`src/ssas_pkg.sv`:
```
package ssas_pkg;

   // ***************************************************
   // Operation codes
   // ***************************************************
   typedef enum logic [3:0] {
      SSAS_OP_ADD_HALF     = 4'h0,
      SSAS_OP_ADD_BYTE     = 4'h1,
      SSAS_OP_HADD_HALF    = 4'h2,
      SSAS_OP_HADD_BYTE    = 4'h3,
      SSAS_OP_HADD_SUB_X   = 4'h4,
      SSAS_OP_HSUB_ADD_X   = 4'h5,
      SSAS_OP_HSUB_HALF    = 4'h6,
      SSAS_OP_HSUB_BYTE    = 4'h7,
      SSAS_OP_SUB_HALF     = 4'h8,
      SSAS_OP_SUB_BYTE     = 4'h9,
      SSAS_OP_ADD_SUB_X    = 4'hA,
      SSAS_OP_SUB_ADD_X    = 4'hB
   } ssas_op_t;

   localparam int              SSAS_WORD_W   = 32;
   localparam int              SSAS_REG_AW   = 4;
   localparam int              SSAS_NUM_REGS = 16;
   localparam logic [31:0]     SSAS_RST_WORD = 32'h0000_0000;
   localparam logic [3:0]      SSAS_RST_IDX  = 4'h0;

endpackage

```
`src/ssas_lane_unit.sv`:
```
`timescale 1ns/1ps
module ssas_lane_unit (
   input  wire logic [3:0]  i_op,
   input  wire logic [31:0] i_first,
   input  wire logic [31:0] i_second,
   output logic      [31:0] o_result,
   output logic             o_valid_op
);
   // ***************************************************
   // Lane arithmetic
   // ***************************************************
   // Lanes are sign-extended by one bit so halving keeps full precision
   function automatic logic [15:0] half_op(input logic [15:0] a, input logic [15:0] b,
                                           input logic sub, input logic halve);
      logic [16:0] s;
      s = sub ? ({a[15], a} - {b[15], b}) : ({a[15], a} + {b[15], b});
      half_op = halve ? s[16:1] : s[15:0];
   endfunction

   function automatic logic [7:0] byte_op(input logic [7:0] a, input logic [7:0] b,
                                          input logic sub, input logic halve);
      logic [8:0] s;
      s = sub ? ({a[7], a} - {b[7], b}) : ({a[7], a} + {b[7], b});
      byte_op = halve ? s[8:1] : s[7:0];
   endfunction

   always_comb begin
      o_result   = 32'h0000_0000;
      o_valid_op = 1'b1;
      unique case (ssas_pkg::ssas_op_t'(i_op))
         // RULE_01: halfword add
         ssas_pkg::SSAS_OP_ADD_HALF: begin
            o_result = {half_op(i_first[31:16], i_second[31:16], 1'b0, 1'b0),
                        half_op(i_first[15:0], i_second[15:0], 1'b0, 1'b0)};
         end
         // RULE_03: halving halfword add
         ssas_pkg::SSAS_OP_HADD_HALF: begin
            o_result = {half_op(i_first[31:16], i_second[31:16], 1'b0, 1'b1),
                        half_op(i_first[15:0], i_second[15:0], 1'b0, 1'b1)};
         end
         // RULE_09: halving halfword subtract
         ssas_pkg::SSAS_OP_HSUB_HALF: begin
            o_result = {half_op(i_first[31:16], i_second[31:16], 1'b1, 1'b1),
                        half_op(i_first[15:0], i_second[15:0], 1'b1, 1'b1)};
         end
         // RULE_11: halfword subtract
         ssas_pkg::SSAS_OP_SUB_HALF: begin
            o_result = {half_op(i_first[31:16], i_second[31:16], 1'b1, 1'b0),
                        half_op(i_first[15:0], i_second[15:0], 1'b1, 1'b0)};
         end
         // RULE_05: halved top sum
         // RULE_06: halved bottom difference
         ssas_pkg::SSAS_OP_HADD_SUB_X: begin
            o_result = {half_op(i_first[31:16], i_second[15:0], 1'b0, 1'b1),
                        half_op(i_first[15:0], i_second[31:16], 1'b1, 1'b1)};
         end
         // RULE_07: halved bottom sum
         // RULE_08: halved top difference
         ssas_pkg::SSAS_OP_HSUB_ADD_X: begin
            o_result = {half_op(i_first[31:16], i_second[15:0], 1'b1, 1'b1),
                        half_op(i_first[15:0], i_second[31:16], 1'b0, 1'b1)};
         end
         // RULE_13: top sum exchanged
         // RULE_18: bottom difference exchanged
         ssas_pkg::SSAS_OP_ADD_SUB_X: begin
            o_result = {half_op(i_first[31:16], i_second[15:0], 1'b0, 1'b0),
                        half_op(i_first[15:0], i_second[31:16], 1'b1, 1'b0)};
         end
         // RULE_18: sub-add exchanged forms
         ssas_pkg::SSAS_OP_SUB_ADD_X: begin
            o_result = {half_op(i_first[31:16], i_second[15:0], 1'b1, 1'b0),
                        half_op(i_first[15:0], i_second[31:16], 1'b0, 1'b0)};
         end
         // RULE_02: byte add
         // RULE_19: lanes wrap independently
         ssas_pkg::SSAS_OP_ADD_BYTE: begin
            for (int k = 0; k < 4; k++) begin
               o_result[k*8 +: 8] = byte_op(i_first[k*8 +: 8], i_second[k*8 +: 8], 1'b0, 1'b0);
            end
         end
         // RULE_03: halving byte add
         // RULE_04: full precision halving
         ssas_pkg::SSAS_OP_HADD_BYTE: begin
            for (int k = 0; k < 4; k++) begin
               o_result[k*8 +: 8] = byte_op(i_first[k*8 +: 8], i_second[k*8 +: 8], 1'b0, 1'b1);
            end
         end
         // RULE_10: halving byte subtract
         ssas_pkg::SSAS_OP_HSUB_BYTE: begin
            for (int k = 0; k < 4; k++) begin
               o_result[k*8 +: 8] = byte_op(i_first[k*8 +: 8], i_second[k*8 +: 8], 1'b1, 1'b1);
            end
         end
         // RULE_12: byte subtract
         ssas_pkg::SSAS_OP_SUB_BYTE: begin
            for (int k = 0; k < 4; k++) begin
               o_result[k*8 +: 8] = byte_op(i_first[k*8 +: 8], i_second[k*8 +: 8], 1'b1, 1'b0);
            end
         end
         default: begin
            o_valid_op = 1'b0;
         end
      endcase
   end
endmodule

```
`src/ssas_unit.sv`:
```
`timescale 1ns/1ps
// Functional notes
// RULE_01: Halfword lanes added pairwise
// RULE_02: Four byte lanes added pairwise
// RULE_03: Halving add for halfword and byte
// RULE_04: Halving shifts full-precision result right one
// RULE_05: Halving exchange top is halved sum
// RULE_06: Halving exchange bottom is halved difference
// RULE_07: Sub-add exchange bottom is halved sum
// RULE_08: Sub-add exchange top is halved difference
// RULE_09: Halving halfword subtract per lane
// RULE_10: Halving byte subtract per lane
// RULE_11: Halfword subtract per lane
// RULE_12: Byte subtract per lane
// RULE_13: Exchange top is plain signed sum
// RULE_14: Condition flags never modified
// RULE_15: Stack pointer, program counter never selected; unit does not check, any index 0-15 can be the write register
// RULE_16: False predicate leaves destination unchanged
// RULE_17: Omitted destination means first operand register
// RULE_18: Exchange forms place sum and difference
// RULE_19: Lanes wrap, no carry between lanes
module ssas_unit #(
   parameter int NUM_REGS = ssas_pkg::SSAS_NUM_REGS
) (
   input  wire logic        i_sys_clk,
   input  wire logic        i_sys_rst,
   input  wire logic        i_issue,
   input  wire logic [3:0]  i_op,
   input  wire logic        i_cond_pass,
   input  wire logic        i_dest_given,
   input  wire logic [3:0]  i_dest_reg,
   input  wire logic [3:0]  i_first_operand_reg,
   input  wire logic [3:0]  i_second_operand_reg,
   input  wire logic [31:0] i_first,
   input  wire logic [31:0] i_second,
   input  wire logic [3:0]  i_flags,
   output logic             o_write_en,
   output logic      [3:0]  o_write_reg,
   output logic      [31:0] o_write_data,
   output logic      [3:0]  o_flags,
   output logic             o_bad_op
);
   // ***************************************************
   // State
   // ***************************************************
   typedef struct packed {
      logic        write_en;
      logic [3:0]  write_reg;
      logic [31:0] write_data;
      logic [3:0]  flags;
      logic        bad_op;
   } ssas_state_t;

   ssas_state_t state;
   ssas_state_t next_state;
   logic [31:0] lane_result;
   logic        lane_valid;

   ssas_lane_unit u_lanes (
      .i_op       (i_op),
      .i_first    (i_first),
      .i_second   (i_second),
      .o_result   (lane_result),
      .o_valid_op (lane_valid)
   );

   // ***************************************************
   // Next state
   // ***************************************************
   // Result is registered one cycle; the decoder keeps register choices legal
   always_comb begin
      next_state          = state;
      next_state.write_en = 1'b0;
      next_state.bad_op   = 1'b0;
      // RULE_14: flags pass through
      next_state.flags    = i_flags;
      if (i_issue) begin
         next_state.bad_op = ~lane_valid;
         // RULE_16: predicate gates write
         next_state.write_en = i_cond_pass & lane_valid;
         // RULE_17: default destination
         next_state.write_reg = i_dest_given ? i_dest_reg : i_first_operand_reg;
         next_state.write_data = lane_result;
      end
   end

   always_ff @(posedge i_sys_clk or posedge i_sys_rst) begin
      if (i_sys_rst) begin
         state <= '{1'b0, ssas_pkg::SSAS_RST_IDX, ssas_pkg::SSAS_RST_WORD, 4'h0, 1'b0};
      end else begin
         state <= next_state;
      end
   end

   assign o_write_en   = state.write_en;
   assign o_write_reg  = state.write_reg;
   assign o_write_data = state.write_data;
   assign o_flags      = state.flags;
   assign o_bad_op     = state.bad_op;
endmodule

```
`config.mk`:
```
export PLATFORM = sky130hd
export DESIGN_NAME = ssas_unit
export DESIGN_NICKNAME = d
export VERILOG_FILES = /design/src/ssas_pkg.sv /design/src/ssas_lane_unit.sv /design/src/ssas_unit.sv
export SDC_FILE = /design/constraint.sdc
export NUM_CORES = 1
export LEC_CHECK = 0
export BUFFER_PORTS_ARGS = -buffer_cell sky130_fd_sc_hd__buf_4
export CAP_MARGIN = 20
export CORE_MARGIN = 4
export CORE_UTILIZATION = 40
export DETAILED_ROUTE_END_ITERATION = 10
export HOLD_SLACK_MARGIN = 0.03
export PLACE_DENSITY = 0.57
export SKIP_LAST_GASP = 1
export SLEW_MARGIN = 20
export SYNTH_ARGS = -nofsm -noshare
export SYNTH_HDL_FRONTEND = slang
export SYNTH_SLANG_ARGS = --single-unit
```
`constraint.sdc`:
```
create_clock -name i_sys_clk -period 2.1 [get_ports i_sys_clk]
set_input_delay 0.105 -clock i_sys_clk [delete_from_list [all_inputs] [get_ports i_sys_clk]]
set_output_delay 0.105 -clock i_sys_clk [all_outputs]
set_load 0.05 [all_outputs]
```
Yosys cells after proc, flatten, opt, wreduce, memory -nomap -nowiden

Index checks and enable logic that the tools add are counted.

Output and inout bits: 42
Input bits: 89
Flip-flop bits (word level): 42
Logic and storage cells: 41

Bitwise logic cells: 2
Reductions and logical operators: 2
Mux-type cells: 5
Equality and inequality tests: 11
Add/sub/neg operators: 16

Operator list:

| kind                                                 | count |
|---|---|
| one-hot mux 32 bit (12 select lines)                 | 1 |
| adder 16 x 16 -> 17 bit                              | 4 |
| subtractor 16 x 16 -> 17 bit                         | 4 |
| 2-to-1 mux 37 bit                                    | 1 |
| adder 8 x 8 -> 9 bit                                 | 4 |
| subtractor 8 x 8 -> 9 bit                            | 4 |
| equality test 4 x 3 -> 1 bit (second input constant) | 4 |
| equality test 4 bit (second input constant)          | 4 |
| OR reduction 12 bit                                  | 1 |
| equality test 4 x 2 -> 1 bit (second input constant) | 2 |
| equality test 4 x 1 -> 1 bit (second input constant) | 1 |
| zero test 4 bit                                      | 1 |
| 2-to-1 mux 4 bit                                     | 1 |
| 2-to-1 mux 1 bit                                     | 2 |
| bitwise AND 1 bit                                    | 1 |
| NOT 1 bit                                            | 1 |

Longest topological paths before layout

Word-level depth: 5
Depth in mapped cells: 13

By module

From an unflattened synthesis, not the netlist that was laid out.

Cells, all modules: 1485
Area, all modules: 11051.8 µm²

Modules (own cells, without submodules):

| module         | area an instance (µm²) | instances | cells an instance |
|---|---|---|---|
| ssas_lane_unit | 9352.7                 | 1         | 1390 |
| ssas_unit      | 1699.1                 | 1         | 95 |

Least setup slack after synthesis

Ideal clock, no wire load.

Path kind: input-to-reg
Start point: input i_first[1]
End point: register state (netlist bit o_write_data[15])
Setup slack: -0.540 ns
Path buffers: 0
Cell stages on the path: 11
Arrival: 2.514 ns
Library setup time: 0.126 ns
Required time: 1.974 ns
Cell sequence: inv_1 -> fa_1 -> o21bai_1 -> a21oi_1 -> o31ai_4 -> a21oi_1 -> o311ai_0 -> nand3_1 -> a2111oi_0 -> o221ai_1 -> o32a_1

Longest elaborated chain between the ends: 2
Elaborated cells between the ends (all ways): 5
Classes of those cells: add/sub (4); mux (1)

RTL lines:

| element                                         | RTL line             | text |
|---|---|---|
| start, declared                                 | ssas_unit.sv:34      | `input wire logic [31:0] i_first,` |
| adder 16 x 16 -> 17 bit (tied with other cells) | --                   |  |
| one-hot mux 32 bit (12 select lines) (*)        | ssas_lane_unit.sv:30 | `unique case (ssas_pkg::ssas_op_t'(i_op))` |
| end signal, assigned                            | ssas_unit.sv:89      | `state <= '{1'b0, ssas_pkg::SSAS_RST_IDX, ssas_pkg::SSAS_RST_WORD, 4'h0, 1'b0};` |
| end signal, assigned                            | ssas_unit.sv:91      | `state <= next_state;` |
| end, declared                                   | ssas_unit.sv:54      | `ssas_state_t state;` |

Every way passes the cells marked *; elsewhere a longest branch is shown, timed or not.
A chain may end at the register's enable or synchronous reset.

Final worst setup path

Start point: input i_second[1]
End point: register state (netlist bit o_write_data[13])

Longest elaborated chain between the ends: 2
Elaborated cells between the ends (all ways): 3
Classes of those cells: add/sub (2); mux (1)

RTL lines:

| element                                                                 | RTL line             | text |
|---|---|---|
| start, declared                                                         | ssas_unit.sv:35      | `input wire logic [31:0] i_second,` |
| subtractor 16 x 16 -> 17 bit or adder 16 x 16 -> 17 bit (tied branches) | --                   |  |
| one-hot mux 32 bit (12 select lines) (*)                                | ssas_lane_unit.sv:30 |  |

Marks and branches as above.

==> impl_metrics.py <==
metrics = {
    "layout": {
        "layout-drive-gt1-share": 0.465,
        "antenna_cells": 0,
        "syn2layout_area_growth_pct": 70.6,
        "final_nets": 2445,
        "multi_input_area_um2": 11200,
        "largest_reg_flops": 32,
        "ff_latch_area_um2": 1050,
        "n_fill_cell": 2385,
    },
    "synth": {
        "synthAdderAreaFrac": 0.167,
        "synth_simple_gate_area_frac": 0.213,
        "ys_types": 82,
        "netlist_instances": 1573,
        "synth_top_area_frac": 0.145,
        "yosys_register_bits": 42,
        "avgSynthCellArea_um2": 7.12,
        "syn_nets": 1804,
        "synth-main-ff-cell": "dfrtp_1",
        "ys_seq_area_frac": 0.0938,
        "synth_commonest_cells": "154 x nor2_1, 132 x a21oi_1, 130 x ha_1",
        "yosysWarningCount": 0,
        "synth-xor-area-share": 0.0805,
        "synthTopCellsByArea": "ha_1 15%, dfrtp_1 9.4%, xnor2_1 6.6%, a21oi_1 5.9%, nor2_1 5.2%",
        "synthArstFlopShare": 1.00,
        "synthMuxAreaShare": 0.0174,
        "syn_area_um2": 11200,
        "synth_most_common_cell": "nor2_1",
        "synth-edff-count": 0,
        "synth_top_family_by_area": "compound AO/OA/AOI/OAI gates",
        "post-synth-top-area-cell": "ha_1",
        "synth_compound_area_frac": 0.359,
    },
    "worst_setup_path": {
        "worst-r2r-setup-slack_ns": -0.11,
        "worstSetupEndpointType": "register",
        "crit_start": "i_second[1]",
        "crit_fanout": 4,
        "worstSetupStartpointType": "input pin",
        "rr_startpoint": "o_write_data[15]",
        "reg2reg_to": "o_write_data[15]",
        "worst-setup-path-type": "in2reg",
        "arrival_ns": 2.75,
        "cpPeakStageDelay_ns": 0.35,
        "path_common_cell": "buf_4",
        "critPathSlowestCell": "o31ai_1",
        "r2r_cells": 9,
        "critPathRequiredTime_ns": 2.27,
        "path_cells": "buf_6 -> clkinvlp_4 -> buf_4 -> ha_1 -> nor2b_2 -> o311ai_2 -> o2bb2ai_2 -> o21bai_2 -> a21oi_1 -> buf_4 -> o31ai_1 -> xnor2_1 -> a221oi_1 -> a32oi_1",
        "setup.worst_path.end": "o_write_data[13]",
    },
    "timing": {
        "hold_violations": 0,
        "rsz0062_at_grt": "true",
        "fmax_ghz": 0.388,
        "finalSetupViolCount": 21,
        "drv_slew": 0,
        "clock_skew_ns": 0,
        "slew_headroom": 0.564,
        "fin_hold_ws_ns": 0.0490,
        "layout_setup_ws_ns": -0.480,
        "period_needed_ns": 2.58,
        "worst_pin_slew_ns": 0.651,
        "period_share": 1.23,
    },
    "power_and_ir_drop": {
        "total_power_w": 0.00852,
        "powerDensity_nw_per_um2": 445,
        "peakVddDrop_mv": 0.284,
        "leakagePower_nw": 8.51,
    },
    "placed_design": {
        "place.gp.congestion": 1.04,
        "portBuffers": 126,
        "dpl.hpwl_mm": 47.7,
        "post-place-ws_ns": -0.870,
    },
    "cts": {
        "root_buffer": "clkbuf_16",
        "path_clk_slew_ns": 0.08,
        "clk_path_buf_depth": 2,
        "cts_sinks": 42,
        "cts_buffers": 5,
        "clock_latency_ns": 0.31,
        "htreeDepth": 2,
        "cts_tree": "done",
    },
    "floorplan": {
        "io_pins": 131,
        "rows": 61,
        "coreArea_um2": 27700,
        "die_w_um": 175,
        "start_util": 0.404,
        "dieArea_um2": 30800,
        "die_h_um": 175,
    },
    "global_route": {
        "grt.total_usage": 0.365,
        "antenna_found_initial": 0,
        "gr-total-overflow": 0,
        "grt_pass1_wl_mm": 87.2,
        "grt_pass1_vias": 15000,
        "grt_max_degree": 31,
    },
    "route": {
        "drc": 0,
        "drt-pass1-iter-count": 6,
        "met3_length_mm": 5.19,
        "drt_iter0_markers": 1729,
        "highest_layer": "met4",
        "ant_nets": 0,
        "routedWlPerCell_um": 23.3,
        "vias": 15600,
        "wl_met1_mm": 25.5,
        "drt-total-wl_mm": 60.3,
        "via_per_inst": 6.01,
        "wl_met2_mm": 26.8,
    },
    "status": {
        "failed_checks": "setup timing",
        "outcome": "finished with violations",
    },
    "worst_hold_path": {
        "min_path_type": "in2reg",
    },
    "job": {
        "drv_cap": 0,
    },
}
## layout by cell type, fill, tap and decap left out, drive strengths merged, types with 12 or more instances in the layout
| cell | count |
|---|---|
| o221ai | 26 |
| o211ai | 21 |
| xnor2 | 84 |
| nor2b | 37 |
| mux2i | 15 |
| a31oi | 22 |
| a221oi | 35 |
| nor2 | 154 |
| o22ai | 23 |
| xor2 | 19 |
| a21oi | 133 |
| buf | 735 |
| o21ai | 97 |
| dfrtp | 42 |
| o21bai | 20 |
| nand2 | 116 |
| o31ai | 13 |
| nor4 | 19 |
| fa | 12 |
| nor3 | 41 |
| nand3 | 28 |
| nand2b | 34 |
| a21o | 24 |
| a2111oi | 15 |
| ha | 130 |
| a211oi | 17 |
| a22oi | 20 |
| inv | 82 |
## where the power goes
group	internal (W)	total (W)	switching, W
Combinational	0.00306	0.00663	0.00357
Clock	0.000447	0.000870	0.000422
Sequential	0.000929	0.00102	0.0000863
Total	0.00443	0.00852	0.00408
## final cells by class
type,instances,share of cell area
Sequential cell,42,0.0550
Timing Repair Buffer,740,0.307
Inverter,91,0.0194
Multi-Input combinational cell,1334,0.586
Clock inverter,3,0.00124
Tap cell,378,0.0247
Clock buffer,5,0.00654
## per-layer routing
layer / track usage / vias up
li1: - / 7150
met1: 0.498 / 7383
met2: 0.583 / 843
met3: 0.0542 / 205
met4: 0.137 / 0
met5: 0 / -
## critical path, delay by kind of cell
| kind | cells | cell delay, ns |
|---|---|---|
| compound gates | 7 | 1.46 |
| buf+inv | 4 | 0.52 |
| fa+ha+maj | 1 | 0.31 |
| simple gates | 1 | 0.18 |
| xor+xnor | 1 | 0.17 |
## per-stage QoR
step,instance area (µm²),setup TNS [ns],utilization,std cells
after detailed placement,16900,-15.87,0.610,2532
after global routing,19100,-7.68,0.690,2593
after global placement,16900,-14.93,0.610,2532
after floorplan,11700,-3.52,-,1573
after CTS,18100,-4.92,0.653,2571
final,19100,-5.54,0.690,2593
## worst min path at each step
stage,startpoint,end,cells after the start
after floorplan,i_flags[0],o_flags[0],0
after global placement,i_sys_rst,o_write_data[13],2
after detailed placement,i_sys_rst,o_write_data[12],2
after CTS,i_cond_pass,o_write_en,2
after global routing,i_cond_pass,o_write_en,2
final,i_cond_pass,o_write_en,2
## logic make-up (layout without fill, tap and decap cells)
family,Yosys count,after routing
mux,19,19
flops,42,42
buf+inv,197,839
simple gates,496,496
compound gates,574,574
fa+ha+maj,142,142
xor+xnor,103,103
## what timing repair did
item	CTS	global route
hold endpoints to repair	19	0
buffers inserted	29	29
endpoints found under the setup margin	24	27
hold buffers	5	0
resized for setup	173	175
pin swaps	97	115
No activity file was read; power rests on OpenSTA's default activity.
